==> config.mk <==
export PLATFORM = sky130hd
export DESIGN_NAME = olsm_top
export DESIGN_NICKNAME = d
export VERILOG_FILES = /design/src/verilog/olsm_pkg.sv /design/src/verilog/olsm_line_slot.sv /design/src/verilog/olsm_top.sv
export SDC_FILE = /design/constraint.sdc
export NUM_CORES = 1
export LEC_CHECK = 0
export BUFFER_PORTS_ARGS = -buffer_cell sky130_fd_sc_hd__buf_2
export CORE_ASPECT_RATIO = 1.25
export CORE_UTILIZATION = 56
export CTS_BUF_LIST = sky130_fd_sc_hd__clkbuf_16
export CTS_CLUSTER_DIAMETER = 100
export CTS_CLUSTER_SIZE = 28
export DETAILED_ROUTE_END_ITERATION = 7
export GPL_TIMING_DRIVEN = 1
export PLACE_DENSITY = 0.86
export SETUP_SLACK_MARGIN = 0.3
export SLEW_MARGIN = 20
export SYNTH_ARGS = -nofsm -noshare
export SYNTH_HDL_FRONTEND = slang
export SYNTH_SLANG_ARGS = --single-unit
==> constraint.sdc <==
create_clock -name clk -period 2.75 [get_ports clk]
set_input_delay 0.55 -clock clk [delete_from_list [all_inputs] [get_ports clk]]
set_output_delay 0.55 -clock clk [all_outputs]
set_load 0.1 [all_outputs]
==> src/verilog/olsm_pkg.sv <==
// package: register map, field layouts, source codes and sizes for the line source mux
package olsm_pkg;

   localparam int OLSM_LINES = 4;
   localparam int OLSM_SOFT_BITS = 8;
   localparam int OLSM_UNITS = 4;
   localparam int OLSM_STREAMS = 2;
   localparam int OLSM_LINE_IDX_W = 2;
   localparam int OLSM_SOFT_IDX_W = 3;
   localparam int OLSM_CHOICE_W = 7;
   localparam int OLSM_KIND_W = 3;
   localparam int OLSM_SYNC_STAGES = 2;

   // byte offsets of the registers
   localparam logic [11:0] OLSM_OFF_PIN_INDEX_PICK = 12'h000;
   localparam logic [11:0] OLSM_OFF_LINE_CFG = 12'h004;
   localparam logic [11:0] OLSM_OFF_SOFT_BIT_PICK = 12'h008;
   localparam logic [11:0] OLSM_OFF_SOFT_BIT_LEVEL = 12'h00C;
   localparam logic [11:0] OLSM_OFF_SOFT_BITS_WORD = 12'h010;
   localparam logic [11:0] OLSM_OFF_SOFT_BITS_WRITE_MASK = 12'h014;
   localparam logic [11:0] OLSM_OFF_PIN_LEVELS = 12'h018;

   // line configuration word fields
   localparam int OLSM_CFG_CHOICE_LSB = 0;
   localparam int OLSM_CFG_DIR_BIT = 8;
   localparam int OLSM_CFG_FLIP_BIT = 9;
   localparam int OLSM_CFG_KIND_LSB = 12;

   // reset values
   localparam logic [OLSM_CHOICE_W-1:0] OLSM_RST_CHOICE = 7'h00;
   localparam logic [OLSM_KIND_W-1:0] OLSM_RST_KIND = 3'h2;
   localparam logic [OLSM_SOFT_BITS-1:0] OLSM_RST_SOFT_BITS = 8'h00;
   localparam logic [OLSM_SOFT_BITS-1:0] OLSM_RST_WRITE_MASK = 8'hFF;

   // source choice encoding; indexed groups take the base plus the soft bit, unit or stream index
   localparam logic [OLSM_CHOICE_W-1:0] OLSM_SRC_OFF = 7'h00;
   localparam logic [OLSM_CHOICE_W-1:0] OLSM_SRC_SOFT_BASE = 7'h08;
   localparam logic [OLSM_CHOICE_W-1:0] OLSM_SRC_ACQ_PENDING = 7'h10;
   localparam logic [OLSM_CHOICE_W-1:0] OLSM_SRC_ACQ_TRIG = 7'h11;
   localparam logic [OLSM_CHOICE_W-1:0] OLSM_SRC_ACQ_LOST = 7'h12;
   localparam logic [OLSM_CHOICE_W-1:0] OLSM_SRC_ACQ_RUNNING = 7'h13;
   localparam logic [OLSM_CHOICE_W-1:0] OLSM_SRC_FRAME_PENDING = 7'h14;
   localparam logic [OLSM_CHOICE_W-1:0] OLSM_SRC_FRAME_TRIG = 7'h15;
   localparam logic [OLSM_CHOICE_W-1:0] OLSM_SRC_FRAME_LOST = 7'h16;
   localparam logic [OLSM_CHOICE_W-1:0] OLSM_SRC_FRAME_ON = 7'h17;
   localparam logic [OLSM_CHOICE_W-1:0] OLSM_SRC_EXPOSING = 7'h18;
   localparam logic [OLSM_CHOICE_W-1:0] OLSM_SRC_ROW_PENDING = 7'h19;
   localparam logic [OLSM_CHOICE_W-1:0] OLSM_SRC_ROW_TRIG = 7'h1A;
   localparam logic [OLSM_CHOICE_W-1:0] OLSM_SRC_ROW_LOST = 7'h1B;
   localparam logic [OLSM_CHOICE_W-1:0] OLSM_SRC_ROW_ON = 7'h1C;
   localparam logic [OLSM_CHOICE_W-1:0] OLSM_SRC_TALLY_BASE = 7'h20;
   localparam logic [OLSM_CHOICE_W-1:0] OLSM_SRC_DELAY_BASE = 7'h28;
   localparam logic [OLSM_CHOICE_W-1:0] OLSM_SRC_ENC_BASE = 7'h30;
   localparam logic [OLSM_CHOICE_W-1:0] OLSM_SRC_LOGIC_BASE = 7'h38;
   localparam logic [OLSM_CHOICE_W-1:0] OLSM_SRC_SWSIG_BASE = 7'h40;
   localparam logic [OLSM_CHOICE_W-1:0] OLSM_SRC_XFER_ACT_BASE = 7'h48;
   localparam logic [OLSM_CHOICE_W-1:0] OLSM_SRC_XFER_PAUSE_BASE = 7'h4C;
   localparam logic [OLSM_CHOICE_W-1:0] OLSM_SRC_XFER_STOPPING_BASE = 7'h50;
   localparam logic [OLSM_CHOICE_W-1:0] OLSM_SRC_XFER_STOPPED_BASE = 7'h54;
   localparam logic [OLSM_CHOICE_W-1:0] OLSM_SRC_XFER_OVERRUN_BASE = 7'h58;

   // electrical kinds of a line
   typedef enum logic [OLSM_KIND_W-1:0] {
      OLSM_KIND_UNWIRED = 3'h0,
      OLSM_KIND_TRISTATE = 3'h1,
      OLSM_KIND_TTL = 3'h2,
      OLSM_KIND_LVDS = 3'h3,
      OLSM_KIND_RS422 = 3'h4,
      OLSM_KIND_OPTO = 3'h5,
      OLSM_KIND_OPEN_DRAIN = 3'h6
   } olsm_kind_e;

   // only these kinds are settable; a write of another kind is refused and the stored kind is kept
   localparam logic [7:0] OLSM_KIND_SETTABLE = 8'h44;

endpackage

==> src/verilog/olsm_line_slot.sv <==
// one line slot: stored settings, source pick, polarity and driver enable
`timescale 1ns/1ns
module olsm_line_slot
   import olsm_pkg::*;
(
   input wire logic clk, // system clock
   input wire logic rst, // synchronous reset, active high
   input wire logic cfg_we, // write strobe for this line's settings
   input wire logic [OLSM_CHOICE_W-1:0] choice_in, // new source choice
   input wire logic dir_in, // new direction, 1 output
   input wire logic flip_in, // new polarity flip
   input wire logic [OLSM_KIND_W-1:0] kind_in, // new electrical kind
   input wire logic [127:0] src_vec, // all sources, indexed by choice code
   input wire logic pin_sync, // synchronised pin level
   output logic [OLSM_CHOICE_W-1:0] pin_drive_choice, // stored source choice
   output logic pin_direction, // stored direction
   output logic pin_polarity_flip, // stored polarity flip
   output logic [OLSM_KIND_W-1:0] pin_electrical_kind, // stored kind
   output logic pin_o, // pin drive level
   output logic pin_oe_n, // pin driver enable, low drives
   output logic pin_status // line level after the inverter
);

   logic [OLSM_CHOICE_W-1:0] choice_r, choice_nxt;
   logic dir_r, dir_nxt;
   logic flip_r, flip_nxt;
   logic [OLSM_KIND_W-1:0] kind_r, kind_nxt;
   logic drive_r, drive_nxt;
   logic oe_n_r, oe_n_nxt;
   logic stat_r, stat_nxt;

   always_comb begin
      choice_nxt = choice_r;
      dir_nxt = dir_r;
      flip_nxt = flip_r;
      kind_nxt = kind_r;
      if (cfg_we) begin
         choice_nxt = choice_in;
         dir_nxt = dir_in;
         flip_nxt = flip_in;
         if (OLSM_KIND_SETTABLE[kind_in]) begin
            kind_nxt = kind_in;
         end
      end
      drive_nxt = src_vec[choice_r] ^ flip_r;
      // input mode or off choice keeps the driver released
      oe_n_nxt = ~dir_r | (choice_r == OLSM_SRC_OFF);
      stat_nxt = (dir_r ? drive_r : pin_sync ^ flip_r);
   end

   always_ff @(posedge clk) begin
      if (rst) begin
         choice_r <= OLSM_RST_CHOICE;
         dir_r <= 1'b0;
         flip_r <= 1'b0;
         kind_r <= OLSM_RST_KIND;
         drive_r <= 1'b0;
         oe_n_r <= 1'b1;
         stat_r <= 1'b0;
      end else begin
         choice_r <= choice_nxt;
         dir_r <= dir_nxt;
         flip_r <= flip_nxt;
         kind_r <= kind_nxt;
         drive_r <= drive_nxt;
         oe_n_r <= oe_n_nxt;
         stat_r <= stat_nxt;
      end
   end

   assign pin_drive_choice = choice_r;
   assign pin_direction = dir_r;
   assign pin_polarity_flip = flip_r;
   assign pin_electrical_kind = kind_r;
   assign pin_o = drive_r;
   assign pin_oe_n = oe_n_r;
   assign pin_status = stat_r;

   AST_INPUT_RELEASES: assert property (@(posedge clk) disable iff (rst)
      !dir_r |=> pin_oe_n) else $error("input line driver not released");
   AST_OFF_RELEASES: assert property (@(posedge clk) disable iff (rst)
      choice_r == OLSM_SRC_OFF |=> pin_oe_n) else $error("off choice still drives");
   AST_DRIVE_FOLLOWS: assert property (@(posedge clk) disable iff (rst)
      dir_r && $stable(choice_r) && $stable(flip_r) && choice_r != OLSM_SRC_OFF
      |=> !pin_oe_n && pin_o == ($past(src_vec[choice_r]) ^ $past(flip_r)))
      else $error("pin not following chosen source");
   AST_RESET_INPUT: assert property (@(posedge clk)
      $past(rst) |-> !dir_r && pin_oe_n) else $error("line not input after reset");

endmodule

==> src/verilog/olsm_top.sv <==
// top: apb register file, soft bit register, source vector and line slots
//
// The implementer's own choices: the APB interface to the registers and the register addresses.
`timescale 1ns/1ns
module olsm_top
   import olsm_pkg::*;
#(
   parameter bit HAS_WRITE_MASK = 1'b1 // mask register present
)
(
   input wire logic clk, // system clock
   input wire logic rst, // synchronous reset, active high
   input wire logic psel, // apb select
   input wire logic penable, // apb access phase
   input wire logic pwrite, // apb direction, 1 write
   input wire logic [11:0] paddr, // apb byte address
   input wire logic [31:0] pwdata, // apb write data
   output logic [31:0] prdata, // apb read data
   output logic pready, // apb ready
   output logic pslverr, // apb error on unmapped address
   input wire logic acq_start_pending, // acquisition waiting for start trigger
   input wire logic acq_running, // acquisition in progress
   input wire logic acq_start_trig, // acquisition start trigger arriving
   input wire logic acq_start_lost, // acquisition start trigger missed
   input wire logic frame_start_pending, // waiting for frame start trigger
   input wire logic frame_start_trig, // frame start trigger arriving
   input wire logic frame_start_lost, // frame start trigger missed
   input wire logic frame_capture_on, // frame capture in progress
   input wire logic row_start_pending, // waiting for row start trigger
   input wire logic row_start_trig, // row start trigger arriving
   input wire logic row_start_lost, // row start trigger missed
   input wire logic row_capture_on, // row capture in progress
   input wire logic exposing_now, // frame or row exposure
   input wire logic [OLSM_UNITS-1:0] tally_running, // counters counting
   input wire logic [OLSM_UNITS-1:0] delay_running, // timers active
   input wire logic [OLSM_UNITS-1:0] encoder_out, // encoder outputs
   input wire logic [OLSM_UNITS-1:0] logic_block_out, // logic block outputs
   input wire logic [OLSM_UNITS-1:0] soft_signal_out, // software signal outputs
   input wire logic [OLSM_STREAMS-1:0] stream_active, // stream transfer active
   input wire logic [OLSM_STREAMS-1:0] stream_paused, // stream transfer paused
   input wire logic [OLSM_STREAMS-1:0] stream_stopping, // stream transfer stopping
   input wire logic [OLSM_STREAMS-1:0] stream_stopped, // stream transfer stopped
   input wire logic [OLSM_STREAMS-1:0] stream_overrun, // stream transfer overflow
   input wire logic [OLSM_LINES-1:0] line_i, // pin levels seen from outside
   output logic [OLSM_LINES-1:0] line_o, // pin drive levels
   output logic [OLSM_LINES-1:0] line_oe_n, // pin driver enables, low drives
   output logic [OLSM_SOFT_BITS-1:0] soft_bits // soft bit register
);

   logic [OLSM_LINE_IDX_W-1:0] pick_r, pick_nxt;
   logic [OLSM_SOFT_IDX_W-1:0] bit_pick_r, bit_pick_nxt;
   logic [OLSM_SOFT_BITS-1:0] bits_r, bits_nxt;
   logic [OLSM_SOFT_BITS-1:0] mask_r, mask_nxt;
   logic [31:0] rdata_r, rdata_nxt;
   logic err_r, err_nxt;
   logic [OLSM_LINES-1:0] sync1_r, sync2_r;
   logic [127:0] src_vec;
   logic wr, rd, hit;
   logic [OLSM_LINES-1:0] cfg_we;
   logic [OLSM_CHOICE_W-1:0] choice [OLSM_LINES];
   logic [OLSM_LINES-1:0] dir, flip, stat;
   logic [OLSM_KIND_W-1:0] kind [OLSM_LINES];
   logic [OLSM_SOFT_BITS-1:0] word_mask;

   // pins arrive from outside, two flops before any use
   always_ff @(posedge clk) begin
      if (rst) begin
         sync1_r <= '0;
         sync2_r <= '0;
      end else begin
         sync1_r <= line_i;
         sync2_r <= sync1_r;
      end
   end

   // source vector indexed directly by choice code
   always_comb begin
      src_vec = '0;
      for (int i = 0; i < OLSM_SOFT_BITS; i++) begin
         src_vec[OLSM_SRC_SOFT_BASE + i] = bits_r[i];
      end
      src_vec[OLSM_SRC_ACQ_PENDING] = acq_start_pending;
      src_vec[OLSM_SRC_ACQ_TRIG] = acq_start_trig;
      src_vec[OLSM_SRC_ACQ_LOST] = acq_start_lost;
      src_vec[OLSM_SRC_ACQ_RUNNING] = acq_running;
      src_vec[OLSM_SRC_FRAME_PENDING] = frame_start_pending;
      src_vec[OLSM_SRC_FRAME_TRIG] = frame_start_trig;
      src_vec[OLSM_SRC_FRAME_LOST] = frame_start_lost;
      src_vec[OLSM_SRC_FRAME_ON] = frame_capture_on;
      src_vec[OLSM_SRC_EXPOSING] = exposing_now;
      src_vec[OLSM_SRC_ROW_PENDING] = row_start_pending;
      src_vec[OLSM_SRC_ROW_TRIG] = row_start_trig;
      src_vec[OLSM_SRC_ROW_LOST] = row_start_lost;
      src_vec[OLSM_SRC_ROW_ON] = row_capture_on;
      for (int u = 0; u < OLSM_UNITS; u++) begin
         src_vec[OLSM_SRC_TALLY_BASE + u] = tally_running[u];
         src_vec[OLSM_SRC_DELAY_BASE + u] = delay_running[u];
         src_vec[OLSM_SRC_ENC_BASE + u] = encoder_out[u];
         src_vec[OLSM_SRC_LOGIC_BASE + u] = logic_block_out[u];
         src_vec[OLSM_SRC_SWSIG_BASE + u] = soft_signal_out[u];
      end
      for (int s = 0; s < OLSM_STREAMS; s++) begin
         src_vec[OLSM_SRC_XFER_ACT_BASE + s] = stream_active[s];
         src_vec[OLSM_SRC_XFER_PAUSE_BASE + s] = stream_paused[s];
         src_vec[OLSM_SRC_XFER_STOPPING_BASE + s] = stream_stopping[s];
         src_vec[OLSM_SRC_XFER_STOPPED_BASE + s] = stream_stopped[s];
         src_vec[OLSM_SRC_XFER_OVERRUN_BASE + s] = stream_overrun[s];
      end
   end

   // zero-wait slave: every access completes in its first access cycle
   assign wr = psel & penable & pwrite;
   assign rd = psel & ~penable & ~pwrite;
   assign pready = 1'b1;
   assign pslverr = err_r & penable;
   assign prdata = rdata_r;

   assign hit = (paddr == OLSM_OFF_PIN_INDEX_PICK) || (paddr == OLSM_OFF_LINE_CFG) ||
      (paddr == OLSM_OFF_SOFT_BIT_PICK) || (paddr == OLSM_OFF_SOFT_BIT_LEVEL) ||
      (paddr == OLSM_OFF_SOFT_BITS_WORD) || (paddr == OLSM_OFF_SOFT_BITS_WRITE_MASK) ||
      (paddr == OLSM_OFF_PIN_LEVELS);

   // without a mask every bit is written
   assign word_mask = HAS_WRITE_MASK ? mask_r : {OLSM_SOFT_BITS{1'b1}};

   always_comb begin
      pick_nxt = pick_r;
      bit_pick_nxt = bit_pick_r;
      bits_nxt = bits_r;
      mask_nxt = mask_r;
      cfg_we = '0;
      if (wr) begin
         case (paddr)
            OLSM_OFF_PIN_INDEX_PICK: begin
               pick_nxt = pwdata[OLSM_LINE_IDX_W-1:0];
            end
            OLSM_OFF_LINE_CFG: begin
               cfg_we[pick_r] = 1'b1;
            end
            OLSM_OFF_SOFT_BIT_PICK: begin
               bit_pick_nxt = pwdata[OLSM_SOFT_IDX_W-1:0];
            end
            OLSM_OFF_SOFT_BIT_LEVEL: begin
               bits_nxt[bit_pick_r] = pwdata[0];
            end
            OLSM_OFF_SOFT_BITS_WORD: begin
               // bit i of the word lands on soft bit i
               bits_nxt = (bits_r & ~word_mask) |
                  (pwdata[OLSM_SOFT_BITS-1:0] & word_mask);
            end
            OLSM_OFF_SOFT_BITS_WRITE_MASK: begin
               if (HAS_WRITE_MASK) begin
                  mask_nxt = pwdata[OLSM_SOFT_BITS-1:0];
               end
            end
            default: begin
               pick_nxt = pick_r;
            end
         endcase
      end
   end

   // read data captured in setup, so it stands through the access phase
   always_comb begin
      rdata_nxt = rdata_r;
      err_nxt = 1'b0;
      if (psel & ~penable) begin
         err_nxt = ~hit;
      end else if (psel & penable) begin
         err_nxt = err_r;
      end
      if (rd) begin
         rdata_nxt = '0;
         case (paddr)
            OLSM_OFF_PIN_INDEX_PICK: begin
               rdata_nxt[OLSM_LINE_IDX_W-1:0] = pick_r;
            end
            OLSM_OFF_LINE_CFG: begin
               rdata_nxt[OLSM_CFG_CHOICE_LSB +: OLSM_CHOICE_W] = choice[pick_r];
               rdata_nxt[OLSM_CFG_DIR_BIT] = dir[pick_r];
               rdata_nxt[OLSM_CFG_FLIP_BIT] = flip[pick_r];
               rdata_nxt[OLSM_CFG_KIND_LSB +: OLSM_KIND_W] = kind[pick_r];
            end
            OLSM_OFF_SOFT_BIT_PICK: begin
               rdata_nxt[OLSM_SOFT_IDX_W-1:0] = bit_pick_r;
            end
            OLSM_OFF_SOFT_BIT_LEVEL: begin
               rdata_nxt[0] = bits_r[bit_pick_r];
            end
            OLSM_OFF_SOFT_BITS_WORD: begin
               rdata_nxt[OLSM_SOFT_BITS-1:0] = bits_r;
            end
            OLSM_OFF_SOFT_BITS_WRITE_MASK: begin
               rdata_nxt[OLSM_SOFT_BITS-1:0] = word_mask;
            end
            OLSM_OFF_PIN_LEVELS: begin
               rdata_nxt[OLSM_LINES-1:0] = stat;
            end
            default: begin
               rdata_nxt = '0;
            end
         endcase
      end
   end

   always_ff @(posedge clk) begin
      if (rst) begin
         pick_r <= '0;
         bit_pick_r <= '0;
         bits_r <= OLSM_RST_SOFT_BITS;
         mask_r <= OLSM_RST_WRITE_MASK;
         rdata_r <= '0;
         err_r <= 1'b0;
      end else begin
         pick_r <= pick_nxt;
         bit_pick_r <= bit_pick_nxt;
         bits_r <= bits_nxt;
         mask_r <= mask_nxt;
         rdata_r <= rdata_nxt;
         err_r <= err_nxt;
      end
   end

   assign soft_bits = bits_r;

   for (genvar g = 0; g < OLSM_LINES; g++) begin : g_line
      olsm_line_slot u_slot (
         .clk(clk),
         .rst(rst),
         .cfg_we(cfg_we[g]),
         .choice_in(pwdata[OLSM_CFG_CHOICE_LSB +: OLSM_CHOICE_W]),
         .dir_in(pwdata[OLSM_CFG_DIR_BIT]),
         .flip_in(pwdata[OLSM_CFG_FLIP_BIT]),
         .kind_in(pwdata[OLSM_CFG_KIND_LSB +: OLSM_KIND_W]),
         .src_vec(src_vec),
         .pin_sync(sync2_r[g]),
         .pin_drive_choice(choice[g]),
         .pin_direction(dir[g]),
         .pin_polarity_flip(flip[g]),
         .pin_electrical_kind(kind[g]),
         .pin_o(line_o[g]),
         .pin_oe_n(line_oe_n[g]),
         .pin_status(stat[g])
      );
   end

   AST_SINGLE_BIT_ONLY: assert property (@(posedge clk) disable iff (rst)
      wr && paddr == OLSM_OFF_SOFT_BIT_LEVEL
      |=> bits_r[$past(bit_pick_r)] == $past(pwdata[0]) &&
          ((bits_r ^ $past(bits_r)) & ~(8'h01 << $past(bit_pick_r))) == 8'h00)
      else $error("single bit write touched wrong bits");
   AST_SINGLE_IGNORES_MASK: assert property (@(posedge clk) disable iff (rst)
      wr && paddr == OLSM_OFF_SOFT_BIT_LEVEL && mask_r == 8'h00
      |=> bits_r[$past(bit_pick_r)] == $past(pwdata[0]))
      else $error("mask blocked single bit write");
   AST_WORD_MASKED: assert property (@(posedge clk) disable iff (rst)
      wr && paddr == OLSM_OFF_SOFT_BITS_WORD
      |=> ((bits_r ^ $past(bits_r)) & ~$past(word_mask)) == 8'h00 &&
          (bits_r & $past(word_mask)) == ($past(pwdata[7:0]) & $past(word_mask)))
      else $error("masked word write wrong");
   AST_PICK_TARGETS: assert property (@(posedge clk) disable iff (rst)
      wr && paddr == OLSM_OFF_SOFT_BIT_PICK |=> bit_pick_r == $past(pwdata[2:0]))
      else $error("picked soft bit not targeted");
   AST_SOFT_TRACKS: assert property (@(posedge clk) disable iff (rst)
      dir[0] && !flip[0] && choice[0][6:3] == 4'h1
      |=> line_o[0] == $past(bits_r[choice[0][2:0]]))
      else $error("line does not track soft bit");
   AST_UNMAPPED_ERR: assert property (@(posedge clk) disable iff (rst)
      psel && !penable && !hit ##1 psel && penable |-> pslverr)
      else $error("unmapped address not flagged");

   COV_WORD_WRITE: cover property (@(posedge clk) wr && paddr == OLSM_OFF_SOFT_BITS_WORD);
   COV_LINE_DRIVES: cover property (@(posedge clk) !line_oe_n[0] ##1 line_oe_n[0]);
   COV_FLIPPED_OUT: cover property (@(posedge clk) flip[1] && !line_oe_n[1]);
   COV_BIT_WRITE: cover property (@(posedge clk) wr && paddr == OLSM_OFF_SOFT_BIT_LEVEL);

endmodule

# After elaboration in Yosys (flattened, before gate mapping)

Memory sizes are Yosys's and may differ from the RTL's.
Cells that the tools add are included.

Bits in registers: 103
Memory bits (read-only): 8
Memories: 1

Order comparisons: 10
Equal/unequal tests: 7
Mux-type cells: 43
Bitwise operators: 29
Reductions and logical operators: 22

Memory list:

| memory           | words | bits a word | rd ports | clocked after Yosys merged registers in | wr ports | line                 | text |
|---|---|---|---|---|---|---|---|
| (name not given) | 8     | 1           | 1        | 0                                       | 0        | olsm_line_slot.sv:41 | `if (OLSM_KIND_SETTABLE[kind_in]) begin` |

Operator list:

| operator                                             | count |
|---|---|
| equality test 12 x 5 -> 1 bit, second input constant | 3 |
| < comparator 7 x 8 -> 1 bit, second input constant   | 4 |
| binary-select mux 1 bit (select 7 bit)               | 4 |
| zero test 7 bit                                      | 4 |
| equality test 12 x 4 -> 1 bit, second input constant | 2 |
| bitwise AND 8 bit                                    | 2 |
| 2-to-1 mux 1 bit                                     | 16 |
| one-hot mux 8 bit (2 select lines)                   | 1 |
| AND reduction 2 bit                                  | 8 |
| binary-select mux 7 bit (select 2 bit)               | 1 |
| 2-to-1 mux 7 bit                                     | 2 |
| equality test 12 x 3 -> 1 bit, second input constant | 1 |
| zero test 12 bit                                     | 1 |
| 2-to-1 mux 3 bit                                     | 3 |
| one-hot mux 3 bit (3 select lines)                   | 1 |
| bitwise mux 8 bit                                    | 1 |
| < comparator 3 x 4 -> 1 bit, second input constant   | 2 |
| 2-to-1 mux 4 bit                                     | 2 |
| NOT 8 bit                                            | 1 |
| bitwise OR 8 bit                                     | 1 |
| XOR 1 bit                                            | 8 |
| NOT 1 bit                                            | 7 |
| one-hot mux 1 bit (7 select lines)                   | 1 |
| binary-select mux 3 bit (select 2 bit)               | 1 |
| 20 further kinds                                     | 34 |

# Depth between registers and ports, before layout

Gate-level depths: netlist of the first run.

Depth after elaboration: 9
Mapped depth: 9
Depth with buffers taken out: 6

# Modules after synthesis

Synthesis of the first run repeated with hierarchy kept, for this count alone.

Cell total of the unflattened synthesis: 1014
Area, all modules: 9913.3 µm²

Modules (own cells, without submodules):

| module         | instances | cells an instance | area each (µm²) | seq. area each (µm²) |
|---|---|---|---|---|
| olsm_line_slot | 4         | 175               | 1760.4          | 300.3 |
| olsm_top       | 1         | 314               | 2871.5          | 860.8 |

# Worst setup path after synthesis of the first run

No wires, ideal clock.

Path type: in2reg
Start: input paddr[9]
End: register g_line[0].u_slot.kind_r[2]
Arrival time: 2.391 ns
Data required time: 2.619 ns
Path slack: 0.228 ns
Stages on the path: 7
Path buffers: 2
Cell sequence: or4_1 buf_4 nor4_4 or4b_1 buf_2 o21ai_2 a21oi_2

Word-level cells in the longest chain between the ends: 4

Ends and longest elaborated chain:

| element                       | line                 | text |
|---|---|---|
| from (decl)                   | olsm_top.sv:16       | `input wire logic [11:0] paddr,` |
| equality test 12 x 3 -> 1 bit | olsm_top.sv:133      | `case (paddr)` |
| 2-to-1 mux 4 bit              | olsm_top.sv:133      |  |
| 2-to-1 mux 4 bit              | olsm_top.sv:132      | `if (wr) begin` |
| AND reduction 2 bit (no line) | --                   |  |
| to (signal assigned)          | olsm_line_slot.sv:64 | `kind_r <= kind_nxt;` |
| to (decl)                     | olsm_line_slot.sv:27 | `logic [OLSM_KIND_W-1:0] kind_r, kind_nxt;` |

Every way passes these cells.
A chain may end at the register's enable or synchronous reset.

# Worst setup path in the final report of the first run

Start: register g_line[0].u_slot.choice_r[0]
End: register g_line[0].u_slot.drive_r

Word-level cells in the longest chain between the ends: 3

Ends and longest elaborated chain:

| element                                | line                 | text |
|---|---|---|
| from (decl)                            | olsm_line_slot.sv:24 | `logic [OLSM_CHOICE_W-1:0] choice_r, choice_nxt;` |
| from (signal assigned)                 | olsm_line_slot.sv:61 | `choice_r <= choice_nxt;` |
| binary-select mux 1 bit (select 7 bit) | olsm_line_slot.sv:45 | `drive_nxt = src_vec[choice_r] ^ flip_r;` |
| 2-to-1 mux 1 bit (not written as such) | olsm_line_slot.sv:45 |  |
| XOR 1 bit                              | olsm_line_slot.sv:45 |  |
| to (signal assigned)                   | olsm_line_slot.sv:65 | `drive_r <= drive_nxt;` |
| to (decl)                              | olsm_line_slot.sv:28 | `logic drive_r, drive_nxt;` |

Every way passes these cells. The select of a mux whose other input is x is not followed.

==> results of run 1 <==
==> metrics by stage <==
step,setup WS [ns],cells
floorplan,0.258,771
global placement,0.0568,987
detailed placement,0.0318,987
CTS,0.231,1003
global route,0.217,1003
finish,0.230,1003
==> cells in the final DEF (no fill, tap or decap), types with 12 or more instances in the layout <==
| cell type | instances |
|---|---|
| buf_2 | 106 |
| nand2_1 | 94 |
| dfxtp_1 | 91 |
| nor2_1 | 64 |
| a21oi_1 | 60 |
| mux4_2 | 53 |
| mux2i_1 | 53 |
| buf_4 | 36 |
| nand3_1 | 32 |
| nor2b_1 | 20 |
| conb_1 | 20 |
| mux2_2 | 15 |
| o21ai_0 | 13 |
| nor3b_1 | 12 |
==> power by group through the flow <==
stage | Sequential, mW | Clock (mW) | Combinational [mW]
floorplan | 1.56 | 0 | 0.267
global placement | 1.54 | 0 | 0.384
detailed placement | 1.54 | 0 | 0.392
CTS | 1.50 | 1.35 | 0.394
global route | 1.50 | 1.42 | 0.420
finish | 1.50 | 1.36 | 0.402
==> worst max-delay path: stages, from the launching register on <==
cell and delay [ns]:
dfxtp_4 0.42, mux4_2 0.51, mux2_4 0.29, a32oi_2 0.23
o221ai_2 0.14, a311oi_4 0.35, buf_4 0.18, mux2_4 0.29
==> layer usage <==
| layer | global-route usage | vias up | wire length, µm |
|---|---|---|---|
| met5 | 0 | - | 0 |
| met4 | 0.169 | 0 | 1140 |
| met3 | 0.0615 | 118 | 2240 |
| met2 | 0.553 | 509 | 10200 |
| met1 | 0.406 | 3119 | 7280 |
| li1 | - | 2902 | - |
==> sequential cells by signal (all words and copies together), names as in the netlist, named ones only <==
signal and flops:
bit_pick_r 3, err_r 1, g_line.u_slot.pin_direction 4, g_line.u_slot.pin_drive_choice 28, g_line.u_slot.pin_electrical_kind 12, g_line.u_slot.pin_o 4
g_line.u_slot.pin_oe_n 4, g_line.u_slot.pin_polarity_flip 4, g_line.u_slot.pin_status 4, mask_r 8, pick_r 2, prdata 13
sync1_r 4, sync2_r 4
==> cells by family after synthesis <==
kind of cell	Yosys count	synth area share
AOI/OAI and AO/OA	127	0.118
DFF	103	0.301
muxes	123	0.280
and+or+nand+nor	293	0.219
other	2	0.00110
buffers and inverters	100	0.0741
xor gates and xnor gates	5	0.00640
==> cell type report <==
class | count | area, µm²
well taps | 161 | 201
flip-flops and latches | 103 | 2080
repair buffers | 148 | 912
inverters | 7 | 26.3
clock buffers | 9 | 225
clock inverters | 7 | 95.1
fillers | 913 | 3830
multi-input cells | 568 | 4410
==> path summary, 6_finish.rpt <==
path	start	endpoint	slack [ns]	depth (start not counted)
hold / removal	line_i[0]	sync1_r[0]$_SDFF_PP0_	0.40	2
hold reg to reg	sync1_r[1]$_SDFF_PP0_	sync2_r[1]$_SDFF_PP0_	0.44	1
setup reg to reg	g_line[0].u_slot.pin_drive_choice[0]$_SDFFE_PP0P_	g_line[0].u_slot.pin_o$_SDFF_PP0_	0.23	7
setup / recovery	g_line[0].u_slot.pin_drive_choice[0]$_SDFFE_PP0P_	g_line[0].u_slot.pin_o$_SDFF_PP0_	0.23	7
==> what timing repair did <==
action                                  CTS  global route
pin swaps                                 0             3
resized for setup                         4            12
endpoints found under the setup margin    3             3
==> results.sh, run 1 <==
export IMPL_tightest_slew_ns=0.860
export IMPL_seq_area_frac_synth=0.301
export IMPL_diodes=0
export IMPL_synth_top_cells_by_area="dfxtp_1 (30%), mux4_2 (17%), mux2i_1 (7.8%), nand2_1 (5.2%), a21oi_1 (4.5%)"
export IMPL_cts_tree="built"
export IMPL_crit_path_end_kind="register"
export IMPL_syn_area_um2=6840
export IMPL_fin_area_um2=7950
export IMPL_vias=6648
export IMPL_wl_per_cell_um=20.8
export IMPL_total_power_mw=3.26
export IMPL_slew_viol_final=0
export IMPL_grt_antenna_before_repair=0
export IMPL_grt_max_degree=57
export IMPL_die_area_um2=12700
export IMPL_synth_edf_count=0
export IMPL_synth_top_cell_by_area="dfxtp_1"
export IMPL_fin_worst_skew_ns=0.00904
export IMPL_die_w_um=101
export IMPL_min_path_type="in -> reg"
export IMPL_detail_route_antenna_nets=0
export IMPL_yosysUniqueCellTypes=63
export IMPL_track_usage=0.331
export IMPL_critPathLaunchType="register"
export IMPL_holdWs_ns=0.401
export IMPL_clock_latency_ns=0.35
export IMPL_yosysMostFrequentCell="dfxtp_1"
export IMPL_fmax_mhz=397
export IMPL_crit_required_ns=2.99
export IMPL_synth_avg_cell_area_um2=9.09
export IMPL_coreArea_um2=11800
export IMPL_clock_path_buffers=2
export IMPL_cts_root_buf="clkbuf_16"
export IMPL_finalCritPeriodShare=0.916
export IMPL_max_slew_margin=0.424
export IMPL_p_int_mw=2.35
export IMPL_rsz0062_at_grt="yes"
export IMPL_place_gp_congestion=0.975
export IMPL_syn2layout_area_growth_pct=16.2
export IMPL_final_hold_violation_count=0
export IMPL_ys_ff_latch=103
export IMPL_grt_overflow=0
export IMPL_crit_type="reg -> reg"
export IMPL_place_area_um2=7560
export IMPL_nets=933
export IMPL_port_buffers=106
export IMPL_grt_pass1_vias=6411
export IMPL_power_switching_mw=0.915
export IMPL_avgViaCountPerCell=6.63
export IMPL_fin_setup_tns_ns=0
export IMPL_pwr_share_seq=0.460
export IMPL_drv_cap=0
export IMPL_routed_wl_um=20900
export IMPL_drc=0
export IMPL_critical_path_max_fanout=6
export IMPL_hpwl_um=14900
export IMPL_dominantRegCellSynth="dfxtp_1"
export IMPL_power_density_nw_per_um2=411
export IMPL_cts_buffers=9
export IMPL_placementRows=44
export IMPL_first_iter_violations=1059
export IMPL_clock_sinks=103
export IMPL_power_leakage_nw=2.86
export IMPL_comb_power_share=0.123
export IMPL_finalCriticalPeriod_ns=2.52
export IMPL_yosys_top_cells_count="dfxtp_1 (103), nand2_1 (94), nor2_1 (64), a21oi_1 (62)"
export IMPL_grt_pass1_wl_um=32500
export IMPL_yosys_warnings=0
export IMPL_fin_util=0.675
export IMPL_clock_power_share=0.417
export IMPL_drtPass1Iterations=5
export IMPL_hold_buffers=0
export IMPL_post_cts_buffers=0
export IMPL_clk_pin_slew_worst_paths_ns=0.08
export IMPL_syn_inst=753
export IMPL_htree_num_levels=3
export IMPL_start_util=0.581
export IMPL_fp_dieH_um=126
export IMPL_synthArstFlopShare=0
export IMPL_max_vdd_ir_drop_mv=0.351
export IMPL_io_pins=146
export IMPL_swShare=0.280
export IMPL_drive_above_1_share=0.315
export IMPL_arrival_ns=2.76
export IMPL_synth_top_area_share=0.301
export IMPL_setup_viol=0
export IMPL_outcome="complete, no violations"
(Power assumes the default switching activity.)
==> inputs of run 2 (changes only) <==
--- a/config.mk
+++ b/config.mk
@@ -5,6 +5,7 @@
 export SDC_FILE = /design/constraint.sdc
 export NUM_CORES = 1
 export LEC_CHECK = 0
+export ABC_AREA = 1
 export BUFFER_PORTS_ARGS = -buffer_cell sky130_fd_sc_hd__buf_2
 export CORE_ASPECT_RATIO = 1.25
 export CORE_UTILIZATION = 56
@@ -14,6 +15,7 @@
 export DETAILED_ROUTE_END_ITERATION = 7
 export GPL_TIMING_DRIVEN = 1
 export PLACE_DENSITY = 0.86
+export RECOVER_POWER = 50
 export SETUP_SLACK_MARGIN = 0.3
 export SLEW_MARGIN = 20
 export SYNTH_ARGS = -nofsm -noshare
==> run 2 against run 1 <==
Against the previous run:
- synthesized cell count grew 46%
- combinational power grew 1%
- flip-flop and latch count is the same
- cell count grew 33%
- via count grew 23%
- global-route usage grew 7.5 points
- power shrank 1.0%
- first-iteration DRC count grew 2.3%
- wire length grew 22%
- clock power shrank 3%
- die area grew 1.1%
==> results.sh, run 2 <==
export IMPL_outcome="complete, no violations"
export IMPL_fin_setup_tns_ns=0
export IMPL_cts_resized=0
export IMPL_fin_area_um2=7630
export IMPL_synth_edf_count=0
export IMPL_synth_top_cells_by_area="dfxtp_1 (30%), nand2_1 (12%), o21ai_0 (8.5%), a21oi_1 (7.7%), nand3_1 (7.1%)"
export IMPL_avgViaCountPerCell=6.13
export IMPL_clock_sinks=103
export IMPL_clock_latency_ns=0.36
export IMPL_grt_pass1_vias=7234
export IMPL_grt_max_degree=32
export IMPL_synthArstFlopShare=0
export IMPL_critPathLaunchType="primary input"
export IMPL_cts_tree="built"
export IMPL_cts_buffers=9
export IMPL_wl_met1_um=8980
export IMPL_grt_pass1_wl_um=39400
export IMPL_synth_avg_cell_area_um2=6.31
export IMPL_final_common_cell="nand2_1"
export IMPL_multiInputGateArea_um2=3920
export IMPL_fill_cells=1154
export IMPL_synth_top_cell_by_area="dfxtp_1"
export IMPL_r2r_cells=11
export IMPL_die_area_um2=12800
export IMPL_route_met2_wl_um=11200
export IMPL_max_slew_margin=0.196
export IMPL_r2r_end="g_line[2].u_slot.pin_o$_SDFF_PP0_"
export IMPL_place_area_um2=7410
export IMPL_drtPass1Iterations=6
export IMPL_detail_route_antenna_nets=0
export IMPL_placementRows=45
export IMPL_wl_per_cell_um=19.1
export IMPL_yosys_warnings=0
export IMPL_arrival_ns=2.63
export IMPL_hold_buffers=0
export IMPL_die_w_um=101
export IMPL_post_cts_buffers=0
export IMPL_finalCritPeriodShare=0.871
export IMPL_grt_antenna_before_repair=3
export IMPL_highest_layer="met5"
export IMPL_largest_reg_flops=28
export IMPL_grt_overflow=0
export IMPL_port_buffers=106
export IMPL_fp_dieH_um=126
export IMPL_drv_cap=0
export IMPL_hold_depth=3
export IMPL_final_hold_violation_count=0
export IMPL_clock_path_buffers=2
export IMPL_max_vdd_ir_drop_mv=0.415
export IMPL_cts_root_buf="clkbuf_16"
export IMPL_final_cell_mix="nand2_1 (216), inv_1 (126), o21ai_0 (121), a21oi_1 (106), dfxtp_1 (103)"
export IMPL_crit_path_end_kind="register"
export IMPL_first_iter_violations=1083
export IMPL_io_pins=146
export IMPL_synth_top_area_share=0.298
export IMPL_start_util=0.571
export IMPL_ys_ff_latch=103
export IMPL_hpwl_um=18400
export IMPL_critical_path_max_fanout=19
export IMPL_fmax_mhz=417
export IMPL_vias=8203
export IMPL_wl_met3_um=3110
export IMPL_slew_viol_final=0
export IMPL_worstHoldStart="line_i[2]"
export IMPL_rsz0062_at_grt="no"
export IMPL_clk_pin_slew_worst_paths_ns=0.07
export IMPL_yosysMostFrequentCell="nand2_1"
export IMPL_dominantRegCellSynth="dfxtp_1"
export IMPL_syn2layout_area_growth_pct=10.4
export IMPL_syn_inst=1096
export IMPL_drc=0
export IMPL_syn_area_um2=6920
export IMPL_reg2reg_slack_ns=0.36
export IMPL_place_gp_congestion=1.04
export IMPL_yosysUniqueCellTypes=40
export IMPL_yosys_top_cells_count="nand2_1 (212), inv_1 (125), o21ai_0 (118), a21oi_1 (106), dfxtp_1 (103)"
export IMPL_setup_viol=0
export IMPL_tightest_slew_ns=1.21
export IMPL_crit_required_ns=2.99
export IMPL_finalCriticalPeriod_ns=2.40
export IMPL_min_path_type="in -> reg"
export IMPL_htree_num_levels=3
export IMPL_power_leakage_nw=3.36
export IMPL_r2r_start="g_line[2].u_slot.pin_drive_choice[0]$_SDFFE_PP0P_"
export IMPL_seq_area_um2=2060
export IMPL_crit_type="in -> reg"
export IMPL_nets=1265
export IMPL_routed_wl_um=25500
export IMPL_coreArea_um2=12100
export IMPL_fin_worst_skew_ns=0.00885
export IMPL_power_density_nw_per_um2=423
export IMPL_track_usage=0.406
export IMPL_seq_area_frac_synth=0.298
export IMPL_drive_above_1_share=0.121
export IMPL_min_to="sync1_r[2]$_SDFF_PP0_"
run 2: through the flow:
step / hold slack (ns) / power, mW / utilization / instances / setup slack [ns]
floorplan: 0.388 / 1.82 / - / 1114 / 0.659
global placement: 0.391 / 1.94 / 0.613 / 1322 / 0.593
detailed placement: 0.394 / 1.94 / 0.613 / 1322 / 0.495
CTS: 0.399 / 3.22 / 0.638 / 1338 / 0.578
global route: 0.417 / 3.31 / 0.630 / 1338 / 0.214
finish: 0.397 / 3.23 / 0.631 / 1339 / 0.355
run 2: layer usage:
| layer | GRT usage | vias up |
|---|---|---|
| li1 | - | 3789 |
| met2 | 0.620 | 599 |
| met3 | 0.122 | 177 |
| met1 | 0.472 | 3632 |
| met4 | 0.310 | 6 |
| met5 | 0 | - |
run 2: worst max path at each step:
stage,startpoint,end,slack [ns],cells past startpoint
after CTS,g_line[2].u_slot.pin_drive_choice[0]$_SDFFE_PP0P_,g_line[2].u_slot.pin_o$_SDFF_PP0_,0.58,12
after global placement,paddr[9],register,0.59,10
after global routing,paddr[7],g_line[1].u_slot.pin_electrical_kind[2]$_SDFFE_PP0P_,0.21,13
final,paddr[7],g_line[1].u_slot.pin_electrical_kind[2]$_SDFFE_PP0P_,0.35,13
after floorplan,register,g_line[1].u_slot.pin_o$_SDFF_PP0_,0.66,11
after detailed placement,paddr[11],register,0.50,10
run 2: layout make-up:
cell class | count | area share
clock buffer | 9 | 0.0295
multi-input combinational | 797 | 0.514
inverter | 132 | 0.0649
sequential | 103 | 0.270
antenna | 1 | 0.000328
clock inverter | 7 | 0.0105
timing repair buffer | 126 | 0.0842
tap | 164 | 0.0269
run 2: cell families (layout without fill, tap and decap cells):
| family | after synthesis | count (layout) | share of synthesized area |
|---|---|---|---|
| and+or+nand+nor | 452 | 452 | 0.290 |
| other | 2 | 21 | 0.00109 |
| xor gates and xnor gates | 4 | 4 | 0.00506 |
| DFF | 103 | 103 | 0.298 |
| AOI/OAI and AO/OA | 321 | 321 | 0.266 |
| buffers and inverters | 214 | 274 | 0.139 |
run 2: worst max-delay path: stages:
cell	delay (ns)
buf_2	0.09
nor2_1	0.13
nand2_1	0.12
nor2_1	0.22
inv_1	0.15
nor2_4	0.17
inv_1	0.14
nor2_8	0.14
nand2_1	0.39
nor2_2	0.26
inv_1	0.09
o21ai_1	0.12
a21oi_1	0.06
run 2: power breakdown:
part           total, mW  switching [mW]  internal, mW
sequential          1.51         0.00539          1.50
combinational      0.408           0.317        0.0902
clock               1.32           0.596         0.720
total               3.23           0.919          2.31
